### config.mk
export PLATFORM = sky130hd
export DESIGN_NAME = acr_regbank
export DESIGN_NICKNAME = d
export VERILOG_FILES = /design/src/inc/acr_pkg.sv /design/src/design/acr_regbank.sv
export SDC_FILE = /design/constraint.sdc
export NUM_CORES = 1
export LEC_CHECK = 0
export BUFFER_PORTS_ARGS = -buffer_cell sky130_fd_sc_hd__buf_2
export CORE_ASPECT_RATIO = 1.4
export CORE_UTILIZATION = 50
export CTS_BUF_LIST = sky130_fd_sc_hd__clkbuf_16
export DETAILED_ROUTE_END_ITERATION = 16
export GPL_TIMING_DRIVEN = 1
export PLACE_DENSITY = 0.91
export SYNTH_ARGS = -nofsm -noshare
export SYNTH_HDL_FRONTEND = slang
export SYNTH_SLANG_ARGS = --single-unit
### constraint.sdc
create_clock -name pclk -period 1.4 [get_ports pclk]
set_input_delay 0.07 -clock pclk [delete_from_list [all_inputs] [get_ports pclk]]
set_output_delay 0.07 -clock pclk [all_outputs]
set_load 0.03 [all_outputs]
### src/inc/acr_pkg.sv
`default_nettype none
package acr_pkg;
	// ====================================================================
	// register indices (word index; byte address is four times this)
	localparam logic [3:0] IDX_CLOCK = 4'h3;
	localparam logic [3:0] IDX_GAIN = 4'h4;
	localparam logic [3:0] IDX_SPARE = 4'h5;
	localparam logic [3:0] IDX_CFG = 4'h6;
	localparam logic [3:0] IDX_THR_UP = 4'h7;
	localparam logic [3:0] IDX_THR_LO = 4'h8;
	localparam int ADDR_W = 12;
	// ====================================================================
	// reset values
	localparam logic [15:0] RST_CLOCK = 16'h0F0E;
	localparam logic [15:0] RST_GAIN = 16'h0000;
	localparam logic [15:0] RST_SPARE = 16'h0000;
	localparam logic [15:0] RST_CFG = 16'h0600;
	localparam logic [15:0] RST_THR_UP = 16'h0000;
	localparam logic [15:0] RST_THR_LO = 16'h0000;
	// ====================================================================
	// writable bit masks
	localparam logic [15:0] WMASK_CLOCK = 16'h0FFF;
	localparam logic [15:0] WMASK_THR_LO = 16'hFF0F;
	// ====================================================================
	// field positions
	localparam int CLK_EN_LSB = 8;
	localparam int CLK_OSR_LSB = 2;
	localparam int CLK_PWR_LSB = 0;
	localparam int GAIN_STRIDE = 4;
	localparam int CFG_DLY_LSB = 9;
	localparam int CFG_CHOP_BIT = 8;
	localparam int CFG_ALL_BIT = 7;
	localparam int CFG_NUM_LSB = 4;
	localparam int CFG_LEN_LSB = 1;
	localparam int CFG_DET_BIT = 0;
	localparam int THR_LO_LSB = 8;
	localparam int THR_DCB_LSB = 0;
	// ====================================================================
	typedef enum logic [1:0] {
		ACR_PWR_VLOW = 2'h0,
		ACR_PWR_LOW = 2'h1,
		ACR_PWR_HIRES = 2'h2
	} acr_pwr_t;
	localparam logic [14:0] OSR_TOP = 15'h3F80;
endpackage
`default_nettype wire

### src/design/acr_regbank.sv
// Contract
// address 3 is clock/channel config, reset F0Eh
// bits 11:8 enable channels 3..0, reset to 1
// bits 4:2 pick oversampling 128..16256, reset 011b (1024)
// bits 1:0 power: 00 very-low, 01 low, 1x high-resolution
// address 4 is gain register, reset zero (unity gains)
// gain code 000..111 maps to gain 1..128
// gain codes at 14:12,10:8,6:4,2:0; bits 15,11,7,3 plain rw
// address 6 is chop/detect config, reset 600h
// bits 12:9 chop delay is 2^(code+1) modulator clocks, reset 0011b
// bit 8 enables global chop, reset 0
// bit 7 detect needs any (0) or all (1) channels
// bits 6:4 detect hit count 1..128, reset 000b
// address 5 spare rw word, resets zero, no effect
// bits 3:1 detect window length table; bit 0 detect enable
// threshold from upper 16-bit and lower 8-bit registers
// clock register bits 15:12 read zero, writes ignored
//
// Chosen here: the APB register port.
`timescale 1ns/1ps
`default_nettype none
module acr_regbank (
	input wire logic pclk,
	input wire logic presetn,
	input wire logic psel,
	input wire logic penable,
	input wire logic pwrite,
	input wire logic [acr_pkg::ADDR_W-1:0] paddr,
	input wire logic [31:0] pwdata,
	input wire logic [3:0] pstrb,
	output logic [31:0] prdata,
	output logic pready,
	output logic pslverr,
	output logic [3:0] chan_enable,
	output logic [14:0] oversampling_ratio,
	output logic [1:0] power_mode_sel,
	output logic [3:0][7:0] chan_gain,
	output logic chop_enable,
	output logic [16:0] chop_settle_cycles,
	output logic detect_mode_enable,
	output logic detect_all_channels,
	output logic [7:0] detect_hit_count,
	output logic [11:0] detect_window_length,
	output logic [23:0] detect_threshold,
	output logic [3:0] dc_block_sel
);
	import acr_pkg::*;

	// ====================================================================
	// state
	typedef struct packed {
		logic [15:0] clock_channel_config;
		logic [15:0] channel_gain_select;
		logic [15:0] spare_word;
		logic [15:0] chop_and_detect_config;
		logic [15:0] detect_threshold_upper;
		logic [15:0] detect_threshold_lower;
		logic [31:0] rdata;
		logic err;
	} acr_state_t;

	acr_state_t state_ff;
	acr_state_t nxt_state;

	// ====================================================================
	// helpers
	function automatic logic [15:0] merge16(input logic [15:0] old,
		input logic [31:0] wd, input logic [3:0] strb,
		input logic [15:0] mask);
		logic [15:0] v;
		v = old;
		if (strb[0]) begin
			v[7:0] = wd[7:0];
		end
		if (strb[1]) begin
			v[15:8] = wd[15:8];
		end
		merge16 = (v & mask) | (old & ~mask);
	endfunction

	function automatic logic [7:0] pow2_8(input logic [2:0] code);
		pow2_8 = 8'h01 << code;
	endfunction

	function automatic logic [11:0] window_len(input logic [2:0] code);
		case (code)
			3'h0: window_len = 12'h080;
			3'h1: window_len = 12'h100;
			3'h2: window_len = 12'h200;
			3'h3: window_len = 12'h300;
			3'h4: window_len = 12'h500;
			3'h5: window_len = 12'h700;
			3'h6: window_len = 12'hA00;
			3'h7: window_len = 12'hE00;
			default: window_len = 12'h080;
		endcase
	endfunction

	logic access;
	logic mapped;
	logic [3:0] idx;
	logic [15:0] rword;

	assign access = psel && penable;
	assign idx = paddr[5:2];
	assign mapped = (paddr[1:0] == 2'h0)
		&& (paddr[ADDR_W-1:6] == '0)
		&& (idx >= IDX_CLOCK) && (idx <= IDX_THR_LO);

	// ====================================================================
	// read mux
	always_comb begin
		rword = 16'h0000;
		case (idx)
			IDX_CLOCK: rword = state_ff.clock_channel_config & WMASK_CLOCK;
			IDX_GAIN: rword = state_ff.channel_gain_select;
			IDX_SPARE: rword = state_ff.spare_word;
			IDX_CFG: rword = state_ff.chop_and_detect_config;
			IDX_THR_UP: rword = state_ff.detect_threshold_upper;
			IDX_THR_LO: rword = state_ff.detect_threshold_lower & WMASK_THR_LO;
			default: rword = 16'h0000;
		endcase
	end

	// ====================================================================
	// next state
	// read word and error are captured in the setup cycle, so the
	// access cycle can answer from flip-flops with no wait state
	always_comb begin
		nxt_state = state_ff;
		nxt_state.err = 1'b0;
		nxt_state.rdata = 32'h0000_0000;
		if (psel && !penable) begin
			nxt_state.err = !mapped;
			if (mapped && !pwrite) begin
				nxt_state.rdata = {16'h0000, rword};
			end
		end
		if (access) begin
			if (mapped && pwrite) begin
				case (idx)
					IDX_CLOCK: nxt_state.clock_channel_config = merge16(
						state_ff.clock_channel_config, pwdata, pstrb,
						WMASK_CLOCK);
					IDX_GAIN: nxt_state.channel_gain_select = merge16(
						state_ff.channel_gain_select, pwdata, pstrb,
						16'hFFFF);
					IDX_SPARE: nxt_state.spare_word = merge16(
						state_ff.spare_word, pwdata, pstrb, 16'hFFFF);
					IDX_CFG: nxt_state.chop_and_detect_config = merge16(
						state_ff.chop_and_detect_config, pwdata, pstrb,
						16'hFFFF);
					IDX_THR_UP: nxt_state.detect_threshold_upper = merge16(
						state_ff.detect_threshold_upper, pwdata, pstrb,
						16'hFFFF);
					IDX_THR_LO: nxt_state.detect_threshold_lower = merge16(
						state_ff.detect_threshold_lower, pwdata, pstrb,
						WMASK_THR_LO);
					default: nxt_state.spare_word = state_ff.spare_word;
				endcase
			end
		end
	end

	always_ff @(posedge pclk or negedge presetn) begin
		if (!presetn) begin
			state_ff.clock_channel_config <= RST_CLOCK;
			state_ff.channel_gain_select <= RST_GAIN;
			state_ff.spare_word <= RST_SPARE;
			state_ff.chop_and_detect_config <= RST_CFG;
			state_ff.detect_threshold_upper <= RST_THR_UP;
			state_ff.detect_threshold_lower <= RST_THR_LO;
			state_ff.rdata <= 32'h0000_0000;
			state_ff.err <= 1'b0;
		end else begin
			state_ff <= nxt_state;
		end
	end

	// ====================================================================
	// bus answers: zero wait state, data registered at the setup edge
	assign pready = 1'b1;
	assign pslverr = access && state_ff.err;
	assign prdata = state_ff.rdata;

	// ====================================================================
	// decoded controls
	logic [15:0] ck;
	logic [15:0] cf;
	logic [15:0] gn;
	assign ck = state_ff.clock_channel_config;
	assign cf = state_ff.chop_and_detect_config;
	assign gn = state_ff.channel_gain_select;

	assign chan_enable = ck[CLK_EN_LSB +: 4];
	always_comb begin
		case (ck[CLK_OSR_LSB +: 3])
			3'h7: oversampling_ratio = OSR_TOP;
			default: oversampling_ratio = 15'h0080 << ck[CLK_OSR_LSB +: 3];
		endcase
	end
	always_comb begin
		case (ck[CLK_PWR_LSB +: 2])
			2'h0: power_mode_sel = ACR_PWR_VLOW;
			2'h1: power_mode_sel = ACR_PWR_LOW;
			default: power_mode_sel = ACR_PWR_HIRES;
		endcase
	end
	always_comb begin
		for (int i = 0; i < 4; i++) begin
			chan_gain[i] = pow2_8(gn[i*GAIN_STRIDE +: 3]);
		end
	end
	assign chop_enable = cf[CFG_CHOP_BIT];
	assign chop_settle_cycles = 17'h00002 << cf[CFG_DLY_LSB +: 4];
	assign detect_all_channels = cf[CFG_ALL_BIT];
	assign detect_hit_count = pow2_8(cf[CFG_NUM_LSB +: 3]);
	assign detect_window_length = window_len(cf[CFG_LEN_LSB +: 3]);
	assign detect_mode_enable = cf[CFG_DET_BIT];
	assign detect_threshold = {state_ff.detect_threshold_upper,
		state_ff.detect_threshold_lower[THR_LO_LSB +: 8]};
	assign dc_block_sel = state_ff.detect_threshold_lower[THR_DCB_LSB +: 4];
endmodule
`default_nettype wire

==> flow_metrics.tcl <==
set metrics [dict create \
    status "complete, but fails checks" \
    violations "negative setup slack" \
    rr_endpoint "prdata[4]" \
    yosysMostFrequentCell "dfrtp_1" \
    synth_edf_count 0 \
    hold_depth 2 \
    clk_latency_ns 0.36 \
    period_share 1.057 \
    grt_start_max_net_pins 106 \
    avgViaCountPerCell 5.644 \
    yosys.area.top_type "dfrtp_1" \
    ys_warn_count 0 \
    finalSetupViolations 26 \
    synthCells 514 \
    synth_flop_cell "dfrtp_1" \
    grt.total_usage 0.2634 \
    skew_ns 0.008604 \
    firstDrtPassIters 5 \
    hold-worst-slack_ns 0.02418 \
    synth_common_cells "dfrtp_1 (96), mux2_2 (93), buf_4 (81)" \
    maxSlewViolCount 0 \
    slowest_stage "dfstp_2" \
    cp-end-kind "primary output" \
    hold_path_class "primary input to register" \
    period_needed_ns 1.480 \
    worstHoldStart "pwdata[7]" \
    fin_ws_ns -0.08011 \
    core_area_um2 11340 \
    wirelength_um 16410 \
    chipWidth_um 93.29 \
    max_stage_delay_ns 0.41 \
    max_cap_violations 0 \
    path_buf_inv 2 \
    hold_violations 0 \
    async_reset_ff_frac 1.000 \
    synth_seq_cells 105 \
    synth_top_area_frac 0.4118 \
    drc 0 \
    nets 715 \
    crit_required_ns 1.33 \
    clk_path_buf_depth 2 \
    postPlaceCellArea_um2 6760 \
    nFillCells 766 \
    r2r_slack_ns 0.06 \
    r2r_start "state_ff[85]" \
    dp_hpwl_um 10850 \
    cts_tree "yes" \
    synthTopCellsByArea "dfrtp_1 (41%), mux2_2 (18%), buf_4 (10%)" \
    row_count 46 \
    htree_levels 3 \
    grt_pass1_wl_um 23600 \
    clock.fmax_mhz 675.6 \
    grt_pass1_vias 4382 \
    vias 4577 \
    wire_per_inst_um 20.23 \
    yosysSeqAreaShare 0.4524 \
    whs_endpoint "gn[7]" \
    numCtsBuffers 9 \
    ir_drop_mv 0.5468 \
    worstRegToRegCells 4 \
    arrival_ns 1.41 \
    start_kind "register" \
    syn_to_final_growth_pct 31.49 \
    rsz0062_at_grt "true" \
    clock-sinks 105 \
    io_pins 208 \
    criticalPathCategory "register to primary output" \
    antenna_found_initial 0 \
    clk_pin_slew_ns 0.07 \
    n_antenna_cell 0 \
    critPathTopFamily "flip-flops" \
    drt_iter0_drc 286 \
    dieArea_um2 12110 \
    root_buffer "clkbuf_16" \
    avgSynthCellArea_um2 11.35 \
    antenna_left 0 \
    port_buffers 156 \
    power.density_nw_per_um2 792.1 \
    p_leak_nw 4.015 \
    slew_headroom 0.6310 \
    synth_cell_types 42 \
    crit_chain "buf_4 -> nor4_4 -> buf_6" \
    tightestPinTransition_ns 0.5535 \
    worstPathMaxFanout 6 \
    layout-drive-gt1-share 0.5952 \
    synth_area_um2 5833 \
    design_area_um2 7670 \
    grt_overflow 0 \
    gp_congestion 0.8554 \
    die_h_um 129.8 \
    initial_core_util 0.5145 \
]
-- layout make-up --
cell class | count | area, um2 | share of cell area
Sequential cell | 105 | 2659 | 0.3467
Clock inverter | 7 | 77.57 | 0.01011
Timing Repair Buffer | 220 | 1531 | 0.1997
Tap cell | 144 | 180.2 | 0.02349
Clock buffer | 9 | 225.2 | 0.02936
Multi-Input combinational cell | 324 | 2989 | 0.3897
Inverter | 2 | 7.507 | 0.0009788
-- per-layer routing --
layer	routed length [um]	track usage
met2	8786	0.4715
met5	0	0
met1	5982	0.2918
met3	977	0.05536
met4	664	0.1412
-- worst reg2reg max path: cells and delay by family, from the launching register on --
family / cells / cell delay [ns]
compound gates: 2 / 0.46
simple gates: 1 / 0.08
flops: 1 / 0.40
mux: 1 / 0.27
-- worst max path at each step --
stage / start / endpoint / slack (ns) / cells past startpoint
CTS: register / oversampling_ratio[8] / -0.08 / 3
detailed placement: paddr[1] / gn[14] / -0.46 / 6
global placement: paddr[1] / gn[8] / -0.37 / 6
global route: cf[10] / chop_settle_cycles[7] / -0.13 / 3
floorplan: paddr[9] / register / -0.21 / 5
finish: cf[10] / chop_settle_cycles[1] / -0.08 / 3
-- power breakdown --
part	switching (mW)	internal [mW]
Sequential	0.00290	3.04
Clock	1.17	1.40
Combinational	0.349	0.118
-- kinds of logic (layout without fill, tap and decap cells) --
family                 Yosys count  count (layout)  share of synthesized area
AOI/OAI and AO/OA               60              60                    0.07572
muxes                           97              97                     0.1864
DFF                            105             105                     0.4524
buffers and inverters          116             238                     0.1289
other                            2              33                   0.001287
and+or+nand+nor                134             134                     0.1553
-- layout by cell type, fill, tap and decap left out, types with 3 or more instances in the layout --
cell,n
nor3_2,9
conb_1,33
a22o_1,12
buf_6,14
buf_12,9
nand2_1,16
mux2_4,72
dfrtp_2,16
a222oi_1,4
a31oi_1,8
nor2b_1,4
clkbuf_16,10
dfrtp_1,80
a21oi_2,4
and2_1,6
and2_4,3
o21ai_0,4
a22oi_1,20
buf_4,66
nor3b_1,13
nor4_4,5
buf_2,126
o21a_1,3
nor2_1,27
mux2_2,21
mux2i_1,4
dfstp_2,9
and3b_1,11
nor3_4,9
nand2b_4,3
nor3_1,6
and3_1,6
-- stage by stage --
stage,worst slack (ns),util,instances,setup TNS (ns),power [mW]
after detailed placement,-0.4556,0.5962,775,-33.81,3.532
after floorplan,-0.2122,-,545,-17.51,3.379
after global placement,-0.3668,0.5962,775,-29.06,3.520
after global routing,-0.1255,0.6765,811,-2.971,6.226
final,-0.08011,0.6765,811,-0.8681,6.075
after CTS,-0.07939,0.6447,805,-0.8356,6.072
-- timing repair --
item	in CTS	in global routing
resized for setup	44	90
hold endpoints to repair	97	0
gates cloned	0	1
endpoints found under the setup margin	59	94
hold buffers	2	0
buffers inserted	12	5
pin swaps	6	9
No activity file was read; power rests on OpenSTA's default activity.
